File: src/include/np_irq_consts.svh
// Offsets, field positions, reset values and widths for the next-page word and interrupt mask
// Assumes 16-bit registers on a 32-bit Avalon-MM word bus, one register per aligned word
`ifndef NP_IRQ_CONSTS_SVH
`define NP_IRQ_CONSTS_SVH

`define AV_ADDR_W         8
`define REG_IDX_W         6
`define REG_IDX_NP_TX     6'h07
`define REG_IDX_MASK      6'h10
`define REG_IDX_STATUS    6'h11
`define REG_IDX_CONFIG    6'h1C

`define NP_BIT_NEXT_PAGE  15
`define NP_BIT_ACK        14
`define NP_BIT_MSG_PAGE   13
`define NP_BIT_ACK2       12
`define NP_BIT_TOGGLE     11
`define NP_CODE_W         11
`define NP_CODE_RESET     11'h001
`define NP_MSG_PAGE_RESET 1'h1

`define IRQ_NUM_EVENTS    4
`define IRQ_FIELD_LSB     12
`define IRQ_MASK_RESET    4'h4
`define CFG_BIT_LEGACY    0

`endif

File: src/include/np_irq_pkg.sv
// Types shared by the next-page and interrupt mask logic
// Assumes np_irq_consts.svh supplies all numbers
package np_irq_pkg;

   // Events from the receive side, all on clk_in; order matches mask bits 15 down to 12
   typedef struct packed {
      logic cim_unstable;   // Pulse: carrier integrity monitor saw an unstable link
      logic link_up;        // Level: current link status
      logic lock_ok;        // Level: descrambler locked
      logic premature_end;  // Pulse: two idles inside a frame without delimiter
   } irq_event_t;

   // Next-page transmit word as handed to the negotiation logic
   typedef struct packed {
      logic        next_page;
      logic        ack;
      logic        msg_page;
      logic        ack2;
      logic        toggle;
      logic [10:0] code;
   } np_word_t;

endpackage : np_irq_pkg

File: src/rtl/irq_status_bank.sv
// Sticky interrupt status bits with read clear and masked pending output
// Assumes set and clear vectors are on clk_in
`timescale 1ns/1ps
module irq_status_bank #(
   parameter int N = 4
) (
   input  wire logic         clk_in,
   input  wire logic         srst_in,
   input  wire logic [N-1:0] set_in,
   input  wire logic [N-1:0] clr_in,
   input  wire logic [N-1:0] mask_in,
   output logic      [N-1:0] status_out,
   output logic              pending_out
);

   logic [N-1:0] status_r;

   genvar i;
   generate
      for (i = 0; i < N; i++) begin : g_bit
         // Set wins over a read clear in the same cycle
         always_ff @(posedge clk_in) begin
            if (srst_in) begin
               status_r[i] <= 1'b0;
            end else begin
               status_r[i] <= set_in[i] | (status_r[i] & ~clr_in[i]);
            end
         end
      end
   endgenerate

   assign status_out  = status_r;
   assign pending_out = |(status_r & mask_in);

endmodule : irq_status_bank

File: src/rtl/np_irq_regs.sv
// Register file for the next-page transmit word, interrupt mask, status and legacy mode
// Assumes an Avalon-MM master on clk_in and event sources on the same clock
//
// Design decision made here: the Avalon-MM register port.
`timescale 1ns/1ps
`include "np_irq_consts.svh"
module np_irq_regs (
   input  wire logic                    clk_in,
   input  wire logic                    srst_in,
   input  wire logic [`AV_ADDR_W-1:0]   address_in,
   input  wire logic                    read_in,
   input  wire logic                    write_in,
   input  wire logic [31:0]             writedata_in,
   input  wire logic [3:0]              byteenable_in,
   output logic      [31:0]             readdata_out,
   output logic                         waitrequest_out,
   input  wire np_irq_pkg::irq_event_t  events_in,
   input  wire logic                    lp_consistent_in,
   input  wire logic                    page_sent_in,
   output np_irq_pkg::np_word_t         np_tx_word_out,
   output logic                         legacy_mode_out,
   output logic                         irq_n_out
);

   localparam int NE = `IRQ_NUM_EVENTS;

   logic                    waitrequest_r;
   logic [31:0]             readdata_r;
   logic [31:0]             rd_word;
   logic                    req;
   logic                    launch;
   logic                    done;
   logic [`REG_IDX_W-1:0]   idx;
   logic                    wr_lo;
   logic                    wr_hi;
   logic                    np_wr_ok;

   logic                    next_page_r;
   logic                    ack_r;
   logic                    msg_page_r;
   logic                    ack2_r;
   logic                    toggle_r;
   logic [`NP_CODE_W-1:0]   code_r;
   logic [NE-1:0]           mask_r;
   logic                    legacy_r;
   logic                    irq_n_r;
   np_irq_pkg::np_word_t    np_word_r;
   np_irq_pkg::np_word_t    np_word_nxt;

   logic                    link_prev_r;
   logic                    lock_prev_r;
   logic                    primed_r;
   logic [NE-1:0]           ev_set;
   logic [NE-1:0]           ev_clr;
   logic [NE-1:0]           eff_mask;
   logic [NE-1:0]           status;
   logic                    pending;

   // Bus handshake: take at an edge with waitrequest high, answer low for one cycle
   assign req    = read_in | write_in;
   assign launch = req & waitrequest_r;
   assign done   = req & ~waitrequest_r;
   assign idx    = address_in[`AV_ADDR_W-1:2];
   assign wr_lo  = done & write_in & byteenable_in[0];
   assign wr_hi  = done & write_in & byteenable_in[1];

   always_ff @(posedge clk_in) begin
      if (srst_in) begin
         waitrequest_r <= 1'b1;
      end else begin
         waitrequest_r <= ~launch;
      end
   end

   // Read mux; unmapped words read zero
   always_comb begin
      rd_word = 32'h0000_0000;
      case (idx)
         `REG_IDX_NP_TX: begin
            rd_word[15:0] = {next_page_r, ack_r, msg_page_r, ack2_r, toggle_r, code_r};
         end
         `REG_IDX_MASK: begin
            rd_word[`IRQ_FIELD_LSB +: NE] = mask_r;
         end
         `REG_IDX_STATUS: begin
            rd_word[`IRQ_FIELD_LSB +: NE] = status;
         end
         `REG_IDX_CONFIG: begin
            rd_word[`CFG_BIT_LEGACY] = legacy_r;
         end
         default: begin
            rd_word = 32'h0000_0000;
         end
      endcase
   end

   always_ff @(posedge clk_in) begin
      if (srst_in) begin
         readdata_r <= 32'h0000_0000;
      end else if (launch & read_in) begin
         readdata_r <= rd_word;
      end
   end

   // Legacy compatibility mode
   always_ff @(posedge clk_in) begin
      if (srst_in) begin
         legacy_r <= 1'b0;
      end else if (wr_lo && idx == `REG_IDX_CONFIG) begin
         legacy_r <= writedata_in[`CFG_BIT_LEGACY];
      end
   end

   assign np_wr_ok = (idx == `REG_IDX_NP_TX) & ~legacy_r;

   // Writable next-page fields
   always_ff @(posedge clk_in) begin
      if (srst_in) begin
         next_page_r <= 1'b0;
         msg_page_r  <= `NP_MSG_PAGE_RESET;
         ack2_r      <= 1'b0;
      end else if (wr_hi & np_wr_ok) begin
         next_page_r <= writedata_in[`NP_BIT_NEXT_PAGE];
         msg_page_r  <= writedata_in[`NP_BIT_MSG_PAGE];
         ack2_r      <= writedata_in[`NP_BIT_ACK2];
      end
   end

   always_ff @(posedge clk_in) begin
      if (srst_in) begin
         code_r <= `NP_CODE_RESET;
      end else begin
         if (wr_lo & np_wr_ok) begin
            code_r[7:0] <= writedata_in[7:0];
         end
         if (wr_hi & np_wr_ok) begin
            code_r[10:8] <= writedata_in[10:8];
         end
      end
   end

   // Acknowledge: set by consistent partner data, cleared when our page goes out
   always_ff @(posedge clk_in) begin
      if (srst_in) begin
         ack_r <= 1'b0;
      end else begin
         ack_r <= lp_consistent_in | (ack_r & ~page_sent_in);
      end
   end

   // Toggle flips on each next page sent
   always_ff @(posedge clk_in) begin
      if (srst_in) begin
         toggle_r <= 1'b0;
      end else if (page_sent_in) begin
         toggle_r <= ~toggle_r;
      end
   end

   // Word handed to negotiation; legacy mode forces writable fields to their defaults
   always_comb begin
      np_word_nxt           = '0;
      np_word_nxt.ack       = ack_r;
      np_word_nxt.toggle    = toggle_r;
      np_word_nxt.next_page = legacy_r ? 1'b0 : next_page_r;
      np_word_nxt.msg_page  = legacy_r ? `NP_MSG_PAGE_RESET : msg_page_r;
      np_word_nxt.ack2      = legacy_r ? 1'b0 : ack2_r;
      np_word_nxt.code      = legacy_r ? `NP_CODE_RESET : code_r;
   end

   always_ff @(posedge clk_in) begin
      if (srst_in) begin
         np_word_r <= '0;
      end else begin
         np_word_r <= np_word_nxt;
      end
   end

   // Interrupt mask
   always_ff @(posedge clk_in) begin
      if (srst_in) begin
         mask_r <= `IRQ_MASK_RESET;
      end else if (wr_hi && idx == `REG_IDX_MASK && !legacy_r) begin
         mask_r <= writedata_in[`IRQ_FIELD_LSB +: NE];
      end
   end

   assign eff_mask = legacy_r ? '0 : mask_r;

   // Change detection for level events; primed after the first sample
   always_ff @(posedge clk_in) begin
      if (srst_in) begin
         link_prev_r <= 1'b0;
         lock_prev_r <= 1'b0;
         primed_r    <= 1'b0;
      end else begin
         link_prev_r <= events_in.link_up;
         lock_prev_r <= events_in.lock_ok;
         primed_r    <= 1'b1;
      end
   end

   assign ev_set[3] = events_in.cim_unstable;
   assign ev_set[2] = primed_r & (events_in.link_up ^ link_prev_r);
   assign ev_set[1] = primed_r & (events_in.lock_ok ^ lock_prev_r);
   assign ev_set[0] = events_in.premature_end;

   // Clear only what the completed read returned
   assign ev_clr = (done && read_in && idx == `REG_IDX_STATUS)
                   ? readdata_r[`IRQ_FIELD_LSB +: NE] : '0;

   irq_status_bank #(
      .N (NE)
   ) u_status (
      .clk_in      (clk_in),
      .srst_in     (srst_in),
      .set_in      (ev_set),
      .clr_in      (ev_clr),
      .mask_in     (eff_mask),
      .status_out  (status),
      .pending_out (pending)
   );

   always_ff @(posedge clk_in) begin
      if (srst_in) begin
         irq_n_r <= 1'b1;
      end else begin
         irq_n_r <= ~pending;
      end
   end

   assign readdata_out    = readdata_r;
   assign waitrequest_out = waitrequest_r;
   assign np_tx_word_out  = np_word_r;
   assign legacy_mode_out = legacy_r;
   assign irq_n_out       = irq_n_r;
endmodule : np_irq_regs

File: config.mk
export PLATFORM = sky130hd
export DESIGN_NAME = np_irq_regs
export DESIGN_NICKNAME = d
export VERILOG_FILES = /design/src/include/np_irq_pkg.sv /design/src/rtl/irq_status_bank.sv /design/src/rtl/np_irq_regs.sv
export VERILOG_INCLUDE_DIRS = /design/src /design/src/include
export SDC_FILE = /design/constraint.sdc
export NUM_CORES = 1
export LEC_CHECK = 0
export ABC_AREA = 1
export BUFFER_PORTS_ARGS = -buffer_cell sky130_fd_sc_hd__buf_2
export CORE_MARGIN = 3
export CORE_UTILIZATION = 35
export CTS_BUF_LIST = sky130_fd_sc_hd__clkbuf_8
export DETAILED_ROUTE_END_ITERATION = 16
export GPL_TIMING_DRIVEN = 0
export PLACE_DENSITY = 0.65
export SLEW_MARGIN = 20
export SYNTH_ARGS = -nofsm -noshare
export SYNTH_HDL_FRONTEND = slang
export SYNTH_SLANG_ARGS = --single-unit
export TNS_END_PERCENT = 1
File: constraint.sdc
create_clock -name clk_in -period 2.1 [get_ports clk_in]
set_input_delay 0.315 -clock clk_in [delete_from_list [all_inputs] [get_ports clk_in]]
set_output_delay 0.315 -clock clk_in [all_outputs]
set_load 0.005 [all_outputs]
==> results.json, run 1 <==
{
  "max_cap_viol_count": 0,
  "yosysWarnings": 0,
  "cp_top_family": "buffers and inverters",
  "drtAntennaViolNets": 0,
  "clock_skew_ps": 8.262,
  "cts_tree": "yes",
  "grt_max_degree": 13,
  "hold_violations": 0,
  "synth.yosys.seq_area_share_pct": 51.00,
  "grt_pass1_vias": 1970,
  "finalWorstSetupSlack_ps": 643.0,
  "cts_setup_buffers": 0,
  "drive_gt1_share_pct": 28.75,
  "dieHeight_um": 89.39,
  "combPwrFrac_pct": 7.2,
  "multi_input_area_um2": 960.9,
  "synthTopCellsByArea": "dfxtp_1 (51%), nand2_1 (7.2%), nor2_1 (6.3%)",
  "clock-sinks": 62,
  "regArea_um2": 1241,
  "layout_common_cells": "buf_2 (68), dfxtp_1 (62), nand2_1 (47)",
  "initial_core_util_pct": 37.26,
  "slew-limit-headroom_pct": 64.59,
  "netlist_instances": 303,
  "max_slew.worst_pin.slew_ps": 531.2,
  "required_ps": 2360,
  "total_power_mw": 2.415,
  "ioPinCount": 105,
  "n_fill_cell": 659,
  "path_buf_inv": 2,
  "p_sw_share_pct": 24.82,
  "syn_area_per_cell_um2": 8.032,
  "synth.distinct_cells": 26,
  "core_um2": 6531,
  "clk_pin_slew_ps": 80,
  "dr_total_vias": 2202,
  "grt_overflow_total": 0,
  "ys_seq_elements": 62,
  "diodes": 0,
  "hold_buffers": 0,
  "nNetsFinal": 449,
  "drc": 0,
  "cp_slowest_stage_delay_ps": 430,
  "place.gp.congestion": 0.8414,
  "internal_power_mw": 1.816,
  "routedWlPerCell_um": 12.34,
  "holdWs_ps": 192.5,
  "power_switching_uw": 599.4,
  "finalSetupViolCount": 0,
  "tns_ps": 0,
  "fmax_mhz": 686.3,
  "outcome": "complete, no violations",
  "via_per_inst": 4.616,
  "htreeDepth": 3,
  "clkLatencyLatePin_ps": 330,
  "cts_buffers": 9,
  "post-route-period-util_pct": 69.38,
  "area_delta_synth_final_pct": 27.92,
  "crit_path_cell_trace": "inv_1 -> nor2_1 -> nand2_2 -> clkbuf_1 -> nand2_1 -> a21oi_1",
  "netlist_area_um2": 2434,
  "cts_resized": 0,
  "drv_slew": 0,
  "clock-root-buffer": "clkbuf_8",
  "rsz0062_at_grt": "no",
  "wirelength_um": 5885,
  "cpMaxStageDelayCell": "clkbuf_1",
  "critPathLaunchType": "flip-flop",
  "dr.pass1.iters": 4,
  "dieArea_um2": 7990,
  "fin_crit_ps": 1457,
  "die_w_um": 89.39,
  "cp-end-kind": "flip-flop",
  "p_clk_share_pct": 42.7,
  "yosysTopAreaCell": "dfxtp_1",
  "crit_arrival_ps": 1720,
  "criticalPathCategory": "reg2reg",
  "grt_use_total_pct": 15.43,
  "ir_worst_vdd_mv": 0.3669,
  "dp_hpwl_um": 4484,
  "dp_slack_ps": 547.9,
  "cts_buffer_depth": 2,
  "seqPwrFrac_pct": 50.0,
  "grt_antenna_before_repair": 0,
  "power_leakage_nw": 1.450,
  "min_path_type": "in2reg",
  "core.rowCount": 29,
  "grt_pass1_wl_um": 9225,
  "drt_iter0_markers": 111,
  "port_buffers": 66,
  "yosysTopAreaCellShare_pct": 51.00,
  "critPathMaxFanout": 10,
  "layout.cells.most_common": "buf_2",
  "post-route-util_pct": 47.66,
  "pwr_density_cell_nw_per_um2": 775.9
}
==> power by group through the flow <==
stage          logic (mW)  clock network (mW)  registers (mW)
6_report            0.175                1.03            1.21
5_1_grt             0.198                1.11            1.21
4_1_cts             0.174                1.05            1.21
3_5_place_dp        0.174                   0            1.24
3_3_place_gp        0.172                   0            1.23
2_1_floorplan       0.103                   0            1.23
==> kinds of logic after synthesis <==
group           after synthesis  share of synthesized area [%]
simple gates                128                          23.50
flops                        62                          51.00
buf+inv                      56                          11.82
compound gates               53                          12.44
xor+xnor                      3                          1.080
other cells                   1                         0.1541
==> cells in the mapped netlist <==
library cell	n
a21oi_2	2
o21ai_0	10
dfxtp_1	62
buf_6	1
xor2_1	2
nand2_1	47
nand3_1	14
nand4_1	14
and2_1	1
buf_4	18
a21oi_1	30
a22oi_1	1
buf_2	2
conb_1	1
nor2_2	5
o211ai_1	1
nor2_1	41
a22o_1	2
nor3_1	1
buf_1	2
xnor2_1	1
nand2_2	3
inv_1	29
nor2_4	2
clkbuf_1	4
o21a_1	7
==> per-layer routing <==
metal	up-vias	part of all wire [%]	track usage, %
met5	-	0	0
met4	0	1.2	6.089
met3	6	8.0	4.332
met2	88	43	22.04
met1	979	48	21.88
li1	1129	-	-
==> state kept, by name (all words and copies together) (netlist names), 4 cells and up <==
| register | flops |
|---|---|
| readdata_out | 16 |
| code_r | 11 |
| mask_r | 4 |
| np_tx_word_out | 16 |
| u_status.status_out | 4 |
==> layout make-up <==
type                            count  area share (%)
Buffer                             27           5.748
Inverter                           29           3.497
Timing Repair Buffer               66           10.61
Clock buffer                        9           3.979
Sequential cell                    62           39.87
Multi-Input combinational cell    200           30.87
Tap cell                           77           3.095
Clock inverter                      7           2.331
==> per-stage QoR <==
| step | cells | cell area [um^2] |
|---|---|---|
| finish | 477 | 3113 |
| detailed placement | 461 | 2917 |
| floorplan | 318 | 2490 |
| global route | 477 | 3113 |
| global placement | 461 | 2917 |
| CTS | 477 | 3113 |
==> worst paths after layout <==
kind / start / end / slack [ps] / cells after the start
hold / removal: writedata_in[7] / code_r[7] / 190 / 2
setup / recovery: waitrequest_out / readdata_out[6] / 640 / 6
setup reg to reg: waitrequest_out / readdata_out[6] / 640 / 6
hold reg to reg: next_page_r / np_tx_word_out[15] / 450 / 2
==> worst reg2reg max path, stage by stage, from the launching register on <==
cell and delay [ps]:
dfxtp_1 330, inv_1 130, nor2_1 90, nand2_2 160
clkbuf_1 440, nand2_1 90, a21oi_1 150
No activity file was read; power rests on OpenSTA's default activity.
==> run 2: changes to the inputs <==
--- a/config.mk
+++ b/config.mk
@@ -6,14 +6,14 @@
 export SDC_FILE = /design/constraint.sdc
 export NUM_CORES = 1
 export LEC_CHECK = 0
-export ABC_AREA = 1
+export ABC_AREA = 0
 export BUFFER_PORTS_ARGS = -buffer_cell sky130_fd_sc_hd__buf_2
 export CORE_MARGIN = 3
 export CORE_UTILIZATION = 35
 export CTS_BUF_LIST = sky130_fd_sc_hd__clkbuf_8
 export DETAILED_ROUTE_END_ITERATION = 16
 export GPL_TIMING_DRIVEN = 0
-export PLACE_DENSITY = 0.65
+export PLACE_DENSITY = 0.67
 export SLEW_MARGIN = 20
 export SYNTH_ARGS = -nofsm -noshare
 export SYNTH_HDL_FRONTEND = slang
==> constraint.sdc (replaced) <==
create_clock -name clk_in -period 1.2 [get_ports clk_in]
set_input_delay 0.18 -clock clk_in [delete_from_list [all_inputs] [get_ports clk_in]]
set_output_delay 0.18 -clock clk_in [all_outputs]
set_load 0.005 [all_outputs]
==> run 2 against run 1 <==
The flow now finishes with violations (negative setup slack). Critical path depth decreased by 2. Clock-buffer cell count is 2 higher. Synthesized cell count is 9.2% lower. Combinational power rose by 110%. Critical endpoint is now code_r[8].
==> results.json, run 2 <==
{
  "synthTopCellsByArea": "dfxtp_1 (49%), mux2i_1 (5.9%), nand2_1 (5.9%)",
  "power_switching_mw": 1.013,
  "dr_total_vias": 2242,
  "layout_common_cells": "buf_2 (70), dfxtp_1 (60), nand2_1 (40)",
  "outcome": "finished with violations",
  "grt_max_degree": 12,
  "clock_skew_ps": 8.499,
  "dp_hpwl_um": 4924,
  "async_flop_share_pct": 0,
  "clock-sinks": 62,
  "synth.top_cells.by_count": "dfxtp_1 (62), nand2_1 (40), buf_4 (17), a21oi_1 (16), nor2_1 (16)",
  "core.rowCount": 30,
  "rsz0062_at_grt": "yes",
  "dieHeight_um": 91.46,
  "layout.cells.most_common": "buf_2",
  "slew-limit-headroom_pct": 61.23,
  "crit_path_cell_trace": "and4bb_4 -> buf_4 -> a311oi_1 -> a31o_1",
  "critPathLaunchType": "flip-flop",
  "diodes": 0,
  "seqPwrFrac_pct": 44.6,
  "drt_iter0_markers": 133,
  "post-route-period-util_pct": 103.5,
  "yosysWarnings": 0,
  "hold_violations": 0,
  "drtAntennaViolNets": 0,
  "netlist_area_um2": 2556,
  "ys_seq_elements": 62,
  "max_slew.worst_pin.slew_ps": 581.5,
  "netlist_instances": 275,
  "synth-edff-count": 0,
  "fin_crit_ps": 1242,
  "min_path_type": "in2reg",
  "crit_arrival_ps": 1460,
  "clk_pin_slew_ps": 70,
  "drive_gt1_share_pct": 32.27,
  "required_ps": 1420,
  "synth.yosys.seq_area_share_pct": 48.56,
  "die_w_um": 91.46,
  "power_leakage_nw": 1.468,
  "area_delta_synth_final_pct": 31.91,
  "initial_core_util_pct": 36.81,
  "wirelength_um": 6814,
  "internal_power_mw": 3.732,
  "dieArea_um2": 8365,
  "criticalPathCategory": "reg2reg",
  "cp-end-kind": "flip-flop",
  "regArea_um2": 1249,
  "finalWorstSetupSlack_ps": -42.24,
  "dp_cells": 453,
  "grt_pass1_wl_um": 10940,
  "synth_most_common_cell": "dfxtp_1",
  "multi_input_area_um2": 1135,
  "critPathMaxFanout": 11,
  "via_per_inst": 4.760,
  "grt_overflow_total": 0,
  "drv_slew": 0,
  "clkLatencyLatePin_ps": 330,
  "port_buffers": 67,
  "drc": 0,
  "dr.pass1.iters": 5,
  "cts_tree": "yes",
  "core_um2": 6944,
  "dp_slack_ps": -253.0,
  "synth.distinct_cells": 37,
  "finalSetupViolCount": 18,
  "ys.flop_type": "dfxtp_1",
  "yosysTopAreaCellShare_pct": 48.56,
  "routedWlPerCell_um": 14.47,
  "cp_slowest_stage_delay_ps": 380,
  "whs_path_depth": 3,
  "place.gp.congestion": 0.8930,
  "grt_use_total_pct": 16.69,
  "syn_area_per_cell_um2": 9.295,
  "grt_antenna_before_repair": 0,
  "final_cells": 471,
  "violations": "negative setup slack",
  "cts_buffers": 9,
  "clock-root-buffer": "clkbuf_8",
  "yosysTopAreaCell": "dfxtp_1",
  "htreeDepth": 3,
  "cts_buffer_depth": 2,
  "max_cap_viol_count": 0,
  "holdWs_ps": 57.32,
  "nNetsFinal": 424,
  "ioPinCount": 105,
  "worst_r2r_path_depth": 4,
  "p_clk_share_pct": 47.6,
  "hold_buffers": 0,
  "cpMaxStageDelayCell": "dfxtp_4",
  "n_fill_cell": 680,
  "combPwrFrac_pct": 7.8,
  "total_power_mw": 4.744,
  "grt_pass1_vias": 2173,
  "p_sw_share_pct": 21.35,
  "pwr_density_cell_nw_per_um2": 1407,
  "ir_worst_vdd_mv": 0.4569,
  "fmax_mhz": 805.0
}
-- run 2: power groups by stage --
stage | Clock, mW | Combinational (mW) | Sequential [mW]
floorplan | 0 | 0.199 | 2.16
global placement | 0 | 0.336 | 2.17
detailed placement | 0 | 0.340 | 2.17
CTS | 2.30 | 0.358 | 2.12
global route | 2.41 | 0.405 | 2.12
finish | 2.26 | 0.368 | 2.12
-- run 2: what timing repair did --
item | CTS | global route
endpoints found under the hold margin | 0 | 0
setup endpoints to repair | 30 | 46
pin swaps | 2 | 0
resized for setup | 8 | 8
setup buffers | 5 | 0
-- run 2: cell type report --
cell class | count | share of cell area (%)
Buffer | 31 | 6.419
Timing Repair Buffer | 72 | 11.06
Clock inverter | 5 | 2.894
Inverter | 8 | 0.8905
Clock buffer | 11 | 4.490
Sequential cell | 62 | 37.03
Multi-Input combinational cell | 186 | 33.66
Tap cell | 96 | 3.562
-- run 2: cells by family (layout without fill, tap and decap cells) --
kind of cell | after synthesis | count (layout) | share of synthesized area, %
buffers and inverters | 42 | 127 | 10.33
XOR/XNOR | 3 | 3 | 1.028
other | 1 | 16 | 0.1467
flip-flops | 62 | 62 | 48.56
AO/OA/AOI/OAI | 43 | 43 | 11.94
multiplexers | 15 | 15 | 5.874
AND/OR/NAND/NOR | 109 | 109 | 22.12
-- run 2: worst paths after layout --
| check | from | end | slack, ps |
|---|---|---|---|
| worst min-delay path | lp_consistent_in | ack_r | 60 |
| worst max-delay path | legacy_mode_out | code_r[8] | -40 |
| worst max register to register | legacy_mode_out | code_r[8] | -40 |
| worst min register to register | readdata_out[7] | readdata_out[7] | 450 |
-- run 2: worst max-delay path, delay by kind of cell, from the launching register on --
kind | cells | cell delay (ps)
DFF | 1 | 380
and+or+nand+nor | 1 | 350
AOI/OAI and AO/OA | 2 | 270
buffers and inverters | 1 | 120
-- run 2: per-layer routing --
metal / part of all wire, % / up-vias / GRT usage, % / wire length (um)
li1: - / 1120 / - / -
met1: 45 / 1015 / 22.23 / 3064
met2: 44 / 97 / 24.59 / 3023
met3: 8.3 / 10 / 4.474 / 566
met4: 2.3 / 0 / 8.543 / 160
met5: 0 / - / 0 / 0
-- run 2: stage by stage --
step | util, % | TNS (ps) | cell area (um^2)
after floorplan | - | -770.4 | 2621
after global placement | 44.31 | -9458 | 3077
after detailed placement | 44.31 | -9840 | 3077
after CTS | 48.29 | -483.2 | 3353
after global routing | 48.56 | -1563 | 3372
final | 48.56 | -450.3 | 3372
